===== src/clock_startup_pkg.sv =====
// Package with constants, types and decode helpers for the clock source and start-up control block.
`default_nettype none
package clock_startup_pkg;

  // ==========================================================================
  // Register map (byte addresses on the 32-bit bus).
  // ==========================================================================
  localparam logic [3:0] ADDR_CTRL      = 4'h0;
  localparam logic [3:0] ADDR_SLEEP_CMD = 4'h4;
  localparam logic [3:0] ADDR_STATUS    = 4'h8;
  localparam logic [3:0] ADDR_FUSES     = 4'hC;

  // Control register fields and reset value.
  localparam int          CTRL_MODE_LSB  = 0;
  localparam int          CTRL_ASYNC_BIT = 3;
  localparam int          CTRL_CONV_BIT  = 4;
  localparam logic [4:0]  CTRL_RESET     = 5'h00;
  localparam int          SLEEP_GO_BIT   = 0;

  // Status register field positions.
  localparam int STAT_STATE_LSB = 0;
  localparam int STAT_CLASS_LSB = 8;
  localparam int STAT_OSC_LSB   = 16;
  localparam int STAT_DLY_LSB   = 20;

  // ==========================================================================
  // Fuse encoding: one reads as unprogrammed, zero as programmed.
  // ==========================================================================
  localparam logic FUSE_UNPROGRAMMED = 1'b1;
  localparam logic FUSE_PROGRAMMED   = 1'b0;

  typedef struct packed {
    logic       oscillator_amp_option;
    logic [1:0] startup_time_fuses;
    logic [3:0] clock_source_select_fuses;
  } fuse_set_t;

  // Fuse values as delivered: internal RC 1 MHz, slowly rising power.
  localparam fuse_set_t FUSE_DELIVERED = '{oscillator_amp_option: 1'b1,
                                           startup_time_fuses: 2'h2,
                                           clock_source_select_fuses: 4'h1};

  // Cycles of settling time for the fuse synchroniser before capture.
  localparam logic [1:0] FUSE_SETTLE_CYCLES = 2'h2;

  // ==========================================================================
  // Source classes, start-up counts and reset delays.
  // ==========================================================================
  typedef enum logic [2:0] {
    SRC_CRYSTAL  = 3'h0,
    SRC_LOW_FREQ = 3'h1,
    SRC_EXT_RC   = 3'h2,
    SRC_INT_RC   = 3'h3,
    SRC_EXT_CLK  = 3'h4
  } source_class_t;

  typedef enum logic [2:0] {
    OSC_6   = 3'h0,
    OSC_18  = 3'h1,
    OSC_258 = 3'h2,
    OSC_1K  = 3'h3,
    OSC_16K = 3'h4,
    OSC_32K = 3'h5
  } osc_count_t;

  typedef enum logic [1:0] {
    DLY_NONE = 2'h0,
    DLY_4K   = 2'h1,
    DLY_64K  = 2'h2
  } reset_delay_t;

  localparam int unsigned OSC_CYCLES_6   = 6;
  localparam int unsigned OSC_CYCLES_18  = 18;
  localparam int unsigned OSC_CYCLES_258 = 258;
  localparam int unsigned OSC_CYCLES_1K  = 1024;
  localparam int unsigned OSC_CYCLES_16K = 16384;
  localparam int unsigned OSC_CYCLES_32K = 32768;
  localparam int unsigned WDT_CYCLES_4K  = 4096;
  localparam int unsigned WDT_CYCLES_64K = 65536;
  localparam int          COUNT_W        = 17;

  // Sleep modes held in the control register.
  typedef enum logic [2:0] {
    SLP_IDLE       = 3'h0,
    SLP_CONV_QUIET = 3'h1,
    SLP_POWER_DOWN = 3'h2,
    SLP_POWER_SAVE = 3'h3,
    SLP_STANDBY    = 3'h6
  } sleep_mode_t;

  // Maps the four source select fuses to a source class.
  function automatic source_class_t source_class(input logic [3:0] sel);
    source_class_t c;
    c = SRC_EXT_CLK;
    if (sel >= 4'hA)
      c = SRC_CRYSTAL;
    else if (sel == 4'h9)
      c = SRC_LOW_FREQ;
    else if (sel >= 4'h5)
      c = SRC_EXT_RC;
    else if (sel >= 4'h1)
      c = SRC_INT_RC;
    return c;
  endfunction : source_class

  // Wake start-up count for the selected source and start-up fuses.
  function automatic osc_count_t osc_count(input fuse_set_t f);
    osc_count_t    o;
    logic [2:0]    key;
    key = {f.clock_source_select_fuses[0], f.startup_time_fuses};
    o   = OSC_6;
    case (source_class(f.clock_source_select_fuses))
      SRC_CRYSTAL:  o = (key <= 3'h1) ? OSC_258 : ((key <= 3'h4) ? OSC_1K : OSC_16K);
      SRC_LOW_FREQ: o = (f.startup_time_fuses[1]) ? OSC_32K : OSC_1K;
      SRC_EXT_RC:   o = (f.startup_time_fuses == 2'h3) ? OSC_6 : OSC_18;
      default:      o = OSC_6;
    endcase
    return o;
  endfunction : osc_count

  // Extra reset delay, counted on the watchdog oscillator.
  function automatic reset_delay_t reset_delay(input fuse_set_t f);
    reset_delay_t d;
    logic [2:0]   key;
    key = {f.clock_source_select_fuses[0], f.startup_time_fuses};
    d   = DLY_64K;
    case (source_class(f.clock_source_select_fuses))
      SRC_CRYSTAL:
        case (key)
          3'h2, 3'h5:       d = DLY_NONE;
          3'h0, 3'h3, 3'h6: d = DLY_4K;
          default:          d = DLY_64K;
        endcase
      SRC_LOW_FREQ: d = (f.startup_time_fuses == 2'h0) ? DLY_4K : DLY_64K;
      default:
        case (f.startup_time_fuses)
          2'h0:    d = DLY_NONE;
          2'h2:    d = DLY_64K;
          default: d = DLY_4K;
        endcase
    endcase
    return d;
  endfunction : reset_delay

endpackage : clock_startup_pkg
`default_nettype wire


===== src/pin_sync.sv =====
// Two-stage synchroniser for inputs that arrive from outside the clock domain.
`timescale 1ns/1ps
`default_nettype none
module pin_sync #(
  parameter int         W        = 1,
  parameter logic [W-1:0] RST_VAL = '0
) (
  input  wire logic         clock,    // System clock.
  input  wire logic         rst_b,    // Asynchronous reset, active low.
  input  wire logic         clk_en,   // Freezes the stages while low.
  input  wire logic [W-1:0] async_in, // Unsynchronised inputs.
  output logic      [W-1:0] sync_out  // Synchronised inputs.
);

  logic [W-1:0] stage1_r;
  logic [W-1:0] stage1_nxt;
  logic [W-1:0] stage2_nxt;

  // ==========================================================================
  // Next values: the first stage feeds only the second.
  // ==========================================================================
  always_comb
  begin
    stage1_nxt = clk_en ? async_in : stage1_r;
    stage2_nxt = clk_en ? stage1_r : sync_out;
  end

  // Both stages reset to a constant.
  always_ff @(posedge clock or negedge rst_b)
  begin
    if (!rst_b)
    begin
      stage1_r <= RST_VAL;
      sync_out <= RST_VAL;
    end
    else
    begin
      stage1_r <= stage1_nxt;
      sync_out <= stage2_nxt;
    end
  end

endmodule : pin_sync
`default_nettype wire


===== src/clock_source_startup_control.sv =====
// Clock source decode, start-up timing and per-domain clock enables.
`timescale 1ns/1ps
`default_nettype none
// Summary of operation
// RULE1: The source select fuses decode to crystal, low-frequency crystal, external RC, internal RC or external clock.
// RULE2: A fuse reading one is unprogrammed and a fuse reading zero is programmed.
// RULE3: On wake from power-down or power-save the selected source's cycles are counted before execution resumes.
// RULE4: On start from reset a further delay of 4,096 or 65,536 watchdog oscillator cycles is inserted.
// RULE5: Fuses as delivered select the 1 MHz internal RC source with the slowly rising power start-up.
// RULE6: The asynchronous timer runs only while the core is clocked from the internal oscillator.
// RULE7: In crystal mode the upper three select bits and the amplifier option give the frequency range.
// RULE8: In crystal mode the low select bit and start-up fuses give a 258, 1K or 16K cycle wake count.
// RULE9: In crystal mode the low select bit and start-up fuses give no, 4.1 ms or 65 ms extra reset delay.
// RULE10: Each clock domain is gated on its own so sleep modes stop only the unused ones.
// RULE11: With the peripheral clock halted, two-wire address match and some external interrupts stay alive.
// RULE12: The program-memory clock is enabled and disabled together with the core clock.
// RULE13: The converter has its own domain that keeps running while core and peripheral clocks stop.
// RULE14: After reset the watchdog-timed delay runs first, then the oscillator count, then execution is released.
// RULE15: Fuses are captured once after reset and held so the source never changes while running.
module clock_source_startup_control #(
  parameter int unsigned OSC_16K_CYCLES = clock_startup_pkg::OSC_CYCLES_16K,
  parameter int unsigned OSC_32K_CYCLES = clock_startup_pkg::OSC_CYCLES_32K,
  parameter int unsigned WDT_64K_CYCLES = clock_startup_pkg::WDT_CYCLES_64K
) (
  input  wire logic        clock,                  // System clock, 125 MHz.
  input  wire logic        rst_b,                  // Asynchronous reset, active low.
  input  wire logic        clk_en,                 // Clock enable; low freezes all state.
  input  wire clock_startup_pkg::fuse_set_t fuses, // Fuse levels from the fuse array.
  input  wire logic        selected_osc_clock,     // Selected oscillator, sampled.
  input  wire logic        watchdog_osc_clock,     // Watchdog oscillator, sampled.
  input  wire logic        wake_event,             // Wake request from interrupt logic.
  input  wire logic [3:0]  avs_address,            // Avalon byte address.
  input  wire logic        avs_read,               // Avalon read request.
  input  wire logic        avs_write,              // Avalon write request.
  input  wire logic [31:0] avs_writedata,          // Avalon write data.
  output logic      [31:0] avs_readdata,           // Avalon read data.
  output logic             avs_waitrequest,        // Avalon wait request.
  output logic             exec_release,           // Instruction execution allowed.
  output logic             core_clock_en,          // Core clock domain enable.
  output logic             program_memory_clock_en,// Program-memory clock enable.
  output logic             peripheral_clock_en,    // Peripheral clock domain enable.
  output logic             async_timer_clock_en,   // Asynchronous timer clock enable.
  output logic             converter_clock_en,     // Converter clock domain enable.
  output logic             async_wake_detect_en,   // Async address match and interrupt detect.
  output logic             crystal_wide_range,     // Crystal amplifier in full-swing mode.
  output logic      [2:0]  crystal_range_select    // Crystal range code from fuses.
);

  // ==========================================================================
  // Types and signals.
  // ==========================================================================
  typedef enum logic [4:0] {
    ST_FUSE  = 5'b00001,
    ST_RDLY  = 5'b00010,
    ST_OSC   = 5'b00100,
    ST_RUN   = 5'b01000,
    ST_SLEEP = 5'b10000
  } state_t;

  localparam int CW = clock_startup_pkg::COUNT_W;

  state_t                       state_r, state_nxt;
  clock_startup_pkg::fuse_set_t fuse_r, fuse_nxt;
  logic [1:0]                   settle_r, settle_nxt;
  logic [CW-1:0]                count_r, count_nxt;
  logic [4:0]                   ctrl_r, ctrl_nxt;
  logic                         osc_prev_r, wdt_prev_r;
  logic [9:0]                   sync_in, sync_out;
  logic                         osc_edge, wdt_edge, wake_s;
  clock_startup_pkg::fuse_set_t fuse_s;
  logic [CW-1:0]                osc_target, wdt_target;
  clock_startup_pkg::source_class_t src_class;
  clock_startup_pkg::sleep_mode_t   mode;
  logic                         int_rc;
  logic [31:0]                  rdata_nxt;
  logic                         wait_nxt, wr_take, sleep_go;
  logic                         core_nxt, periph_nxt, async_nxt, conv_nxt, rel_nxt;

  // ==========================================================================
  // Input synchronisers. Fuses reset to unprogrammed ones. [RULE2]
  // ==========================================================================
  assign sync_in = {wake_event, watchdog_osc_clock, selected_osc_clock, fuses};

  pin_sync #(
    .W       (10),
    .RST_VAL (10'h07F)
  ) u_pin_sync (
    .clock    (clock),
    .rst_b    (rst_b),
    .clk_en   (clk_en),
    .async_in (sync_in),
    .sync_out (sync_out)
  );

  // Edge detection on the synchronised oscillator samples.
  // A source high at release gives one early edge.
  always_comb
  begin
    fuse_s   = clock_startup_pkg::fuse_set_t'(sync_out[6:0]);
    osc_edge = sync_out[7] & ~osc_prev_r;
    wdt_edge = sync_out[8] & ~wdt_prev_r;
    wake_s   = sync_out[9];
  end

  // ==========================================================================
  // Decode of the captured fuses.
  // ==========================================================================
  always_comb
  begin
    src_class = clock_startup_pkg::source_class(fuse_r.clock_source_select_fuses); // [RULE1]
    int_rc    = (src_class == clock_startup_pkg::SRC_INT_RC);
    mode      = clock_startup_pkg::sleep_mode_t'(ctrl_r[clock_startup_pkg::CTRL_MODE_LSB +: 3]);

    // Reserved codes fall back to the 6-cycle count.
    case (clock_startup_pkg::osc_count(fuse_r)) // [RULE8]
      clock_startup_pkg::OSC_18:  osc_target = CW'(clock_startup_pkg::OSC_CYCLES_18);
      clock_startup_pkg::OSC_258: osc_target = CW'(clock_startup_pkg::OSC_CYCLES_258);
      clock_startup_pkg::OSC_1K:  osc_target = CW'(clock_startup_pkg::OSC_CYCLES_1K);
      clock_startup_pkg::OSC_16K: osc_target = CW'(OSC_16K_CYCLES);
      clock_startup_pkg::OSC_32K: osc_target = CW'(OSC_32K_CYCLES);
      default:                    osc_target = CW'(clock_startup_pkg::OSC_CYCLES_6);
    endcase
    case (clock_startup_pkg::reset_delay(fuse_r)) // [RULE9]
      clock_startup_pkg::DLY_4K:  wdt_target = CW'(clock_startup_pkg::WDT_CYCLES_4K);
      clock_startup_pkg::DLY_64K: wdt_target = CW'(WDT_64K_CYCLES);
      default:                    wdt_target = '0;
    endcase
  end

  // ==========================================================================
  // Register bus: one wait cycle, then a one-cycle answer.
  // ==========================================================================
  always_comb
  begin
    // A write lands at the end of the answer cycle, one cycle after the wait ends.
    wait_nxt  = ~((avs_read | avs_write) & avs_waitrequest);
    wr_take   = avs_write & ~avs_waitrequest;
    sleep_go  = wr_take && (avs_address == clock_startup_pkg::ADDR_SLEEP_CMD)
                && avs_writedata[clock_startup_pkg::SLEEP_GO_BIT];
    ctrl_nxt  = ctrl_r;
    if (wr_take && (avs_address == clock_startup_pkg::ADDR_CTRL))
      ctrl_nxt = avs_writedata[4:0];

    // Read data stand until the next answer.
    rdata_nxt = avs_readdata;
    if (avs_read & avs_waitrequest)
    begin
      rdata_nxt = 32'h0000_0000;
      case (avs_address)
        clock_startup_pkg::ADDR_CTRL:   rdata_nxt[4:0] = ctrl_r;
        clock_startup_pkg::ADDR_STATUS:
        begin
          rdata_nxt[clock_startup_pkg::STAT_STATE_LSB +: 5] = state_r;
          rdata_nxt[clock_startup_pkg::STAT_CLASS_LSB +: 3] = src_class;
          rdata_nxt[clock_startup_pkg::STAT_OSC_LSB +: 3]   = clock_startup_pkg::osc_count(fuse_r);
          rdata_nxt[clock_startup_pkg::STAT_DLY_LSB +: 2]   = clock_startup_pkg::reset_delay(fuse_r);
        end
        clock_startup_pkg::ADDR_FUSES:  rdata_nxt[6:0] = fuse_r;
        default:                        rdata_nxt = 32'h0000_0000;
      endcase
    end
  end

  // ==========================================================================
  // Start-up sequencer next state.
  // ==========================================================================
  always_comb
  begin
    state_nxt  = state_r;
    fuse_nxt   = fuse_r;
    settle_nxt = settle_r;
    count_nxt  = count_r;
    case (state_r)
      ST_FUSE:
      begin
        // Wait for the synchroniser to fill.
        settle_nxt = settle_r + 2'h1;
        if (settle_r == clock_startup_pkg::FUSE_SETTLE_CYCLES)
        begin
          fuse_nxt  = fuse_s; // [RULE15]
          count_nxt = '0;
          state_nxt = ST_RDLY;
        end
      end
      ST_RDLY:
      begin
        // With >=, a zero target passes at once.
        if (count_r >= wdt_target) // [RULE4] [RULE14]
        begin
          count_nxt = '0;
          state_nxt = ST_OSC;
        end
        else if (wdt_edge)
          count_nxt = count_r + CW'(1);
      end
      ST_OSC:
      begin
        // Boot and wake share this count.
        if (count_r >= osc_target) // [RULE3] [RULE14]
        begin
          count_nxt = '0;
          state_nxt = ST_RUN;
        end
        else if (osc_edge)
          count_nxt = count_r + CW'(1);
      end
      ST_RUN:
      begin
        if (sleep_go)
          state_nxt = ST_SLEEP;
      end
      ST_SLEEP:
      begin
        count_nxt = '0;
        if (wake_s)
        begin
          // Oscillator stopped only in the deep modes; those re-time start-up.
          if (mode == clock_startup_pkg::SLP_IDLE || mode == clock_startup_pkg::SLP_CONV_QUIET)
            state_nxt = ST_RUN;
          else
            state_nxt = ST_OSC; // [RULE3]
        end
      end
      default:
        state_nxt = ST_FUSE;
    endcase
  end

  // ==========================================================================
  // Per-domain enables derived from state and sleep mode.
  // ==========================================================================
  always_comb
  begin
    rel_nxt    = (state_r == ST_RUN);
    core_nxt   = rel_nxt; // [RULE10]
    periph_nxt = rel_nxt;
    conv_nxt   = rel_nxt & ctrl_r[clock_startup_pkg::CTRL_CONV_BIT];
    async_nxt  = rel_nxt;
    if (state_r == ST_SLEEP)
    begin
      periph_nxt = (mode == clock_startup_pkg::SLP_IDLE);
      conv_nxt   = ctrl_r[clock_startup_pkg::CTRL_CONV_BIT]
                   && (mode == clock_startup_pkg::SLP_IDLE
                       || mode == clock_startup_pkg::SLP_CONV_QUIET); // [RULE13]
      async_nxt  = (mode != clock_startup_pkg::SLP_POWER_DOWN) && (mode != clock_startup_pkg::SLP_STANDBY);
    end

    // The timer shares the oscillator pins.
    async_nxt = async_nxt & int_rc & ctrl_r[clock_startup_pkg::CTRL_ASYNC_BIT]; // [RULE6]
  end

  // ==========================================================================
  // State registers.
  // A low clk_en pauses the whole sequence.
  // ==========================================================================
  always_ff @(posedge clock or negedge rst_b)
  begin
    if (!rst_b)
    begin
      state_r                 <= ST_FUSE;
      fuse_r                  <= clock_startup_pkg::FUSE_DELIVERED; // [RULE5]
      settle_r                <= 2'h0;
      count_r                 <= '0;
      ctrl_r                  <= clock_startup_pkg::CTRL_RESET;
      osc_prev_r              <= 1'b0;
      wdt_prev_r              <= 1'b0;
      avs_readdata            <= 32'h0000_0000;
      avs_waitrequest         <= 1'b1;
      exec_release            <= 1'b0;
      core_clock_en           <= 1'b0;
      program_memory_clock_en <= 1'b0;
      peripheral_clock_en     <= 1'b0;
      async_timer_clock_en    <= 1'b0;
      converter_clock_en      <= 1'b0;
      async_wake_detect_en    <= 1'b1;
      crystal_wide_range      <= 1'b0;
      crystal_range_select    <= 3'h0;
    end
    else if (clk_en)
    begin
      state_r                 <= state_nxt;
      fuse_r                  <= fuse_nxt;
      settle_r                <= settle_nxt;
      count_r                 <= count_nxt;
      ctrl_r                  <= ctrl_nxt;
      osc_prev_r              <= sync_out[7];
      wdt_prev_r              <= sync_out[8];
      avs_readdata            <= rdata_nxt;
      avs_waitrequest         <= wait_nxt;
      exec_release            <= rel_nxt;
      core_clock_en           <= core_nxt;
      program_memory_clock_en <= core_nxt; // [RULE12]
      peripheral_clock_en     <= periph_nxt;
      async_timer_clock_en    <= async_nxt;
      converter_clock_en      <= conv_nxt;
      async_wake_detect_en    <= ~periph_nxt; // [RULE11]
      crystal_wide_range      <= (src_class == clock_startup_pkg::SRC_CRYSTAL)
                                 && (fuse_r.oscillator_amp_option == clock_startup_pkg::FUSE_PROGRAMMED); // [RULE7]
      crystal_range_select    <= fuse_r.clock_source_select_fuses[3:1]; // [RULE7]
    end
  end

endmodule : clock_source_startup_control
`default_nettype wire


===== config.mk =====
export PLATFORM = sky130hd
export DESIGN_NAME = clock_source_startup_control
export DESIGN_NICKNAME = d
export VERILOG_FILES = /design/src/clock_startup_pkg.sv /design/src/pin_sync.sv /design/src/clock_source_startup_control.sv
export SDC_FILE = /design/constraint.sdc
export NUM_CORES = 1
export LEC_CHECK = 0
export ABC_AREA = 1
export ABC_CLOCK_PERIOD_IN_PS = 2930
export BUFFER_PORTS_ARGS = -buffer_cell sky130_fd_sc_hd__clkbuf_2
export CORE_ASPECT_RATIO = 1.25
export CORE_UTILIZATION = 45
export CTS_BUF_LIST = sky130_fd_sc_hd__clkbuf_16
export DETAILED_ROUTE_END_ITERATION = 10
export PLACE_DENSITY = 0.68
export SLEW_MARGIN = 20
export SYNTH_ARGS = -nofsm -noshare
export SYNTH_HDL_FRONTEND = slang
export SYNTH_SLANG_ARGS = --single-unit

===== constraint.sdc =====
create_clock -name clock -period 2.93 [get_ports clock]
set_input_delay 0.293 -clock clock [delete_from_list [all_inputs] [get_ports clock]]
set_output_delay 0.293 -clock clock [all_outputs]
set_load 0.01 [all_outputs]

# Word-level counts from Yosys, hierarchy flattened
# Index checks and enable logic that the tools add are counted.
# totals
ff_bits	83
input_bits	51
output_inout_bits	44
word_cells	144
# op_classes
add_sub_neg	2
magnitude_cmp	7
n_eq_ne	38
n_mux	40
bitwise_logic	15
n_reduce_logical	22
# op_table
op	n
17-bit 2-to-1 mux	5
16-bit one-hot mux with 5 select lines	1
17-bit one-hot mux with 4 select lines	1
17-bit >= comparator	2
17-bit one-hot mux with 2 select lines	1
3-bit 2-to-1 mux	11
5-bit 2-to-1 mux	5
5-bit one-hot mux with 5 select lines	1
3-bit by 2-bit equality test with 1-bit output, second input constant	7
3-bit one-hot mux with 3 select lines	2
17-bit by 1-bit adder with 17-bit output, second input constant	1
2-bit one-hot mux with 2 select lines	4
5-bit one-hot mux with 3 select lines	1
3-bit by 1-bit equality test with 1-bit output, second input constant	4
3-bit equality test, second input constant	4
4-bit equality test, second input constant	3
3-bit logical NOT	4
3-bit inequality test, second input constant	3
1-bit bitwise AND	8
2-bit equality test, second input constant	4
2-bit inequality test, second input constant	4
1-bit logical AND	6
2-bit 2-to-1 mux	3
1-bit NOT	6
other kinds (28)	33

# Depth between registers and ports, before layout
# logic_depth
word_depth	12
depth_mapped	25
ltp_nobuf	24

# Cells and area by module
# Synthesis repeated with hierarchy kept, for this count alone.
# unflattened
cells_unflattened	654
area_unflattened_um2	4904.7
# modules_own_cells
module	instances	cells_per_inst	area_per_inst_um2	seq_area_each_um2
clock_source_startup_control	1	569	4120.2	1584.0
pin_sync	1	85	784.5	518.0

# Worst setup path after synthesis
# Ideal clock, no wire load.
# synth_path
path_kind	register -> register
from	reg fuse_r[1] (netlist name)
to	reg count_r[10]
setup_ns	0.116
t_arrival_ns	2.649
t_required_ns	2.814
setup_slack_ns	0.164
path_stages_with_launch	20
path_buffers	1
synth_period_minus_slack_ns	2.766
path_cell_list	dfrtp_1 nor2_1 nand2_1 nand2_1 nand2_1 nor2_1 a21oi_1 or2_2 ha_1 nand2_1 nand2_1 nor2_1 o21ai_1 inv_1 nand4_4 nor2_1 nor2_4 buf_6 nand2_1 nand2_1
# synth_via
elab_chain_cells	12
word_cells_on_any_way	30
cone_classes	5 x order compare; 12 x eq/ne; 11 x mux; 2 x reduce/logical
# synth_lines
element	line_no	source
start, declared	clock_source_startup_control.sv:63	clock_startup_pkg::fuse_set_t fuse_r, fuse_nxt;
start signal, assigned	clock_source_startup_control.sv:261	fuse_r <= clock_startup_pkg::FUSE_DELIVERED;
start signal, assigned	clock_source_startup_control.sv:282	fuse_r <= fuse_nxt;
4-bit by 1-bit >= comparator with 1-bit output	clock_startup_pkg.sv:101	else if (sel >= 4'h1)
3-bit 2-to-1 mux	clock_startup_pkg.sv:101	
3-bit 2-to-1 mux	clock_startup_pkg.sv:99	else if (sel >= 4'h5)
3-bit 2-to-1 mux	clock_startup_pkg.sv:97	else if (sel == 4'h9)
3-bit 2-to-1 mux (*)	clock_startup_pkg.sv:95	if (sel >= 4'hA)
3-bit by 2-bit equality test with 1-bit output, or another cell as far along	clock_startup_pkg.sv:112	case (source_class(f.clock_source_select_fuses))
3-bit one-hot mux with 3 select lines / 2-bit one-hot mux with 2 select lines (equally long branches)	clock_startup_pkg.sv:112, clock_startup_pkg.sv:127	
3-bit equality test, or another cell as far along	clock_source_startup_control.sv:115	case (clock_startup_pkg::osc_count(fuse_r))
16-bit one-hot mux with 5 select lines / 17-bit one-hot mux with 2 select lines (equally long branches)	clock_source_startup_control.sv:115, clock_source_startup_control.sv:123	
17-bit >= comparator (on tied branches)	clock_source_startup_control.sv:199, clock_source_startup_control.sv:188	
3-bit inequality test (no line), or another cell as far along	-	
5-bit AND reduction (no line) / 17-bit one-hot mux with 4 select lines (equally long branches)	-	
end signal, assigned	clock_source_startup_control.sv:284	count_r <= count_nxt;
end, declared	clock_source_startup_control.sv:65	logic [CW-1:0] count_r, count_nxt;
# Every way passes the cells marked *; elsewhere a longest branch is shown, timed or not.
# A chain may end at the register's enable or synchronous reset.

# Worst setup path after layout
# layout_path
from	reg fuse_r[0] (netlist name)
to	reg count_r[13]
# layout_via
elab_chain_cells	12
word_cells_on_any_way	42
cone_classes	7 x order compare; 16 x eq/ne; 14 x mux; 5 x reduce/logical
# layout_lines
element	line_no
4-bit by 1-bit >= comparator with 1-bit output	clock_startup_pkg.sv:101
3-bit 2-to-1 mux	clock_startup_pkg.sv:101
3-bit 2-to-1 mux	clock_startup_pkg.sv:99
3-bit 2-to-1 mux	clock_startup_pkg.sv:97
3-bit 2-to-1 mux	clock_startup_pkg.sv:95
3-bit by 2-bit equality test with 1-bit output, or another cell as far along	clock_startup_pkg.sv:112
3-bit one-hot mux with 3 select lines / 2-bit one-hot mux with 2 select lines (equally long branches)	clock_startup_pkg.sv:112, clock_startup_pkg.sv:127
3-bit equality test, or another cell as far along	clock_source_startup_control.sv:115
16-bit one-hot mux with 5 select lines / 17-bit one-hot mux with 2 select lines (equally long branches)	clock_source_startup_control.sv:115, clock_source_startup_control.sv:123
17-bit >= comparator (on tied branches)	clock_source_startup_control.sv:199, clock_source_startup_control.sv:188
3-bit inequality test (no line), or another cell as far along	-
5-bit AND reduction (no line) / 17-bit one-hot mux with 4 select lines (equally long branches)	-
# Parallel ways exist; a longest one is shown, timed or not.

==> flow_metrics.tcl <==
set metrics [dict create \
    finalNetCount 804 \
    fillers 936 \
    drv_slew 0 \
    antenna_left 0 \
    swShare_pct 39.09 \
    ys_top_cells_by_area "dfrtp_1 33%, nand2_1 17%, dfstp_2 11%, o21ai_0 6.2%, inv_1 5.7%" \
    grt_use_total_pct 22.99 \
    cp_data_required_time_ps 3210 \
    fin_area_um2 5916 \
    yosysSeqAreaShare_pct 43.81 \
    clkLatencyLatePin_ps 340 \
    postSynthAreaPerCell_um2 7.371 \
    h-tree-depth 3 \
    die_x_um 94.36 \
    fin_cells 875 \
    dp_hpwl_mm 8.452 \
    post_synth_num_cell_types 41 \
    period_share_pct 99.48 \
    relSlewSlack_pct 49.87 \
    p_per_area_nw_per_um2 773.5 \
    grt_pass1_vias 4126 \
    syn_inst 651 \
    io_buffers 50 \
    clock_path_buffers 2 \
    cp.arrival_ps 3200 \
    irDropWorstVdd_uv 397.6 \
    crit_fanout 9 \
    grt_setup_unrepaired "yes" \
    yosysWarningCount 0 \
    synth_area_um2 4798 \
    drc 0 \
    drive_gt1_share_pct 24.13 \
    pin_count 95 \
    vias_per_cell 5.133 \
    drt-initial-drc-count 271 \
    overflow 0 \
    p_seq_share_pct 32.4 \
    reg2reg_depth 18 \
    leakagePower_uw 0.002994 \
    num_rows 41 \
    slowest_delay_ps 560 \
    start_util_pct 47.00 \
    hold_buffers 0 \
    outcome "finished, violations left" \
    maxCapViolations 0 \
    placed_cell_area_um2 5376 \
    cts.clk_slew.worst_paths_ps 70 \
    grt_antenna_before_repair 0 \
    dr.pass1.iters 5 \
    n_antenna_cell 0 \
    finalWirelength_mm 11.94 \
    synth_top_area_share_pct 32.86 \
    hold_slack_ps -34.60 \
    core_area_um2 10210 \
    cpMostUsedCell "nand2_1" \
    finalCriticalPeriod_ps 2915 \
    area_growth_pct 23.29 \
    num_vias 4491 \
    ys_ff_latch 83 \
    fmax_mhz 343.1 \
    gp_congestion 0.9062 \
    cts_made_buffers 9 \
    grt_max_degree 84 \
    cts.sinks 83 \
    clock-root-buffer "clkbuf_16" \
    dp_cells 850 \
    combPwrFrac_pct 43.1 \
    cts_tree "built" \
    crit_path_end_kind "register" \
    grt_pass1_wl_mm 19.85 \
    crit_start "fuse_r[0]" \
    setup_viol 0 \
    hold_viol 18 \
    fp.dieH_um 117.5 \
    p_clk_share_pct 24.5 \
    crit_chain "nor2_2 -> o211ai_1 -> nand2_1 -> nor2_4 -> a21oi_4 -> or2_4 -> ha_4 -> nand2_1 -> nand2_1 -> nor2_1 -> o21ai_1 -> inv_1 -> nand4_4 -> buf_12 -> o21ai_4 -> buf_8 -> nand2_1 -> nand2_1" \
    synth_area_leader_cell "dfrtp_1" \
    fin_skew_ps 9.888 \
    worstMarginPinSlew_ps 751.9 \
    reg2reg_slack_ps 20 \
    cp_slowest_cell "dfstp_2" \
    critPathKind "register to register" \
    cp-start-kind "register" \
    die_area_um2 11080 \
    r2r_end "count_r[13]" \
    r2r-start "fuse_r[0]" \
    violations "hold timing" \
    worstHoldPathType "input pin to asynchronous set/reset pin" \
    wl_per_cell_um 13.65 \
    p_int_uw 2787 \
    p_switching_uw 1789 \
]
[layout make-up]
type	count	area, µm²	share of cell area (%)
Clock buffer	9	225.2	3.807
Clock inverter	7	67.56	1.142
Inverter	75	281.5	4.759
Multi-Input combinational cell	476	2417	40.86
Sequential cell	83	2102	35.53
Tap cell	129	161.4	2.728
Timing Repair Buffer	96	660.6	11.17
[cell families (layout without fill, tap and decap cells)]
logic type | count (synthesis) | after routing | share of synthesized area, %
DFF | 83 | 83 | 43.81
adders and majority gates | 12 | 12 | 3.129
muxes | 1 | 1 | 0.2347
buffers and inverters | 109 | 187 | 10.43
and+or+nand+nor | 337 | 338 | 29.80
AOI/OAI and AO/OA | 106 | 106 | 12.15
other | 1 | 17 | 0.07815
xor gates and xnor gates | 2 | 2 | 0.3651
[critical path: cells and delay by family, from the launching register on]
family	cells	cell delay, ps
AND/OR/NAND/NOR	10	1110
buffers and inverters	3	440
flip-flops	1	560
AO/OA/AOI/OAI	4	500
adder cells (fa/ha/maj)	1	240
[through the flow]
stage	setup TNS (ps)	utilization, %	power, µW	worst slack [ps]
final	0	57.95	4576	15.10
after global routing	-2045	57.95	4873	-120.5
after CTS	0	57.10	4507	4.480
after detailed placement	-1090	52.67	3131	-67.67
after global placement	-789.3	52.67	3073	-51.67
after floorplan	0	-	2428	164.4
[per-layer routing]
| layer | wire (µm) | part of all wire (%) | vias to the layer above | global-route usage [%] |
|---|---|---|---|---|
| met5 | 0 | 0 | - | 0 |
| met4 | 289 | 2.4 | 0 | 8.654 |
| met3 | 659 | 5.5 | 22 | 5.039 |
| met2 | 6015 | 50 | 133 | 37.27 |
| met1 | 4979 | 42 | 2100 | 29.66 |
| li1 | - | - | 2236 | - |
[cells in the mapped netlist (all sizes together)]
master and n:
nand2 220, inv 74, dfrtp 63, o21ai 62
nor2 55, nand3 35, a21oi 32, buf 26
dfstp 20, nand4 14, ha 12, clkbuf 8
nor3 6, o31ai 4, o21a 3, or2 3
o211ai 2, xor2 2, a22oi 1, a31oi 1
a32oi 1, and2 1, and3 1, clkinv 1
conb 1, mux2 1, nand3b 1, nor3b 1
[power groups by stage]
stage	clock (µW)	combinational, µW	sequential, µW
after floorplan	0	930	1500
final	1120	1970	1480
after CTS	1140	1890	1480
after global placement	0	1590	1480
after global routing	1200	2170	1510
after detailed placement	0	1640	1490
[worst max path at each step]
stage	cells after the start	end
3_3_place_gp	19	count_r[3]
3_5_place_dp	18	count_r[13]
4_1_cts	16	state_r[1]
2_1_floorplan	19	count_r[10]
6_report	18	count_r[13]
5_1_grt	17	state_r[1]
[flip-flops by register name, summed over array words and instances, names as in the netlist, 3 cells and up]
| name | count |
|---|---|
| u_pin_sync.sync_out | 10 |
| fuse_r | 7 |
| u_pin_sync.stage1_r | 10 |
| avs_readdata | 15 |
| count_r | 17 |
| state_r | 5 |
| ctrl_r | 5 |
| crystal_range_select | 3 |
[placed cells by master, fill, tap and decap left out, types with 3 or more instances in the layout]
master	count
inv_1	69
ha_1	9
a21oi_1	29
nor3_1	4
buf_6	6
nor2_2	3
ha_4	3
buf_4	37
inv_8	3
nand2_1	205
nand4_1	13
nor2_4	5
nand2_2	15
conb_1	17
dfrtp_1	63
o31ai_1	4
o21ai_1	4
inv_2	5
nand3_1	32
nor2_1	47
dfstp_2	20
o21ai_0	54
clkbuf_16	9
o21a_1	3
clkbuf_2	49
[timing repair]
item	4_1_cts	5_1_grt
endpoints found under the hold margin	0	0
gates cloned	1	1
buffers inserted	8	2
endpoints found under the setup margin	22	22
gates resized for setup	21	34
pin swaps	7	21
(Power assumes the default switching activity.)
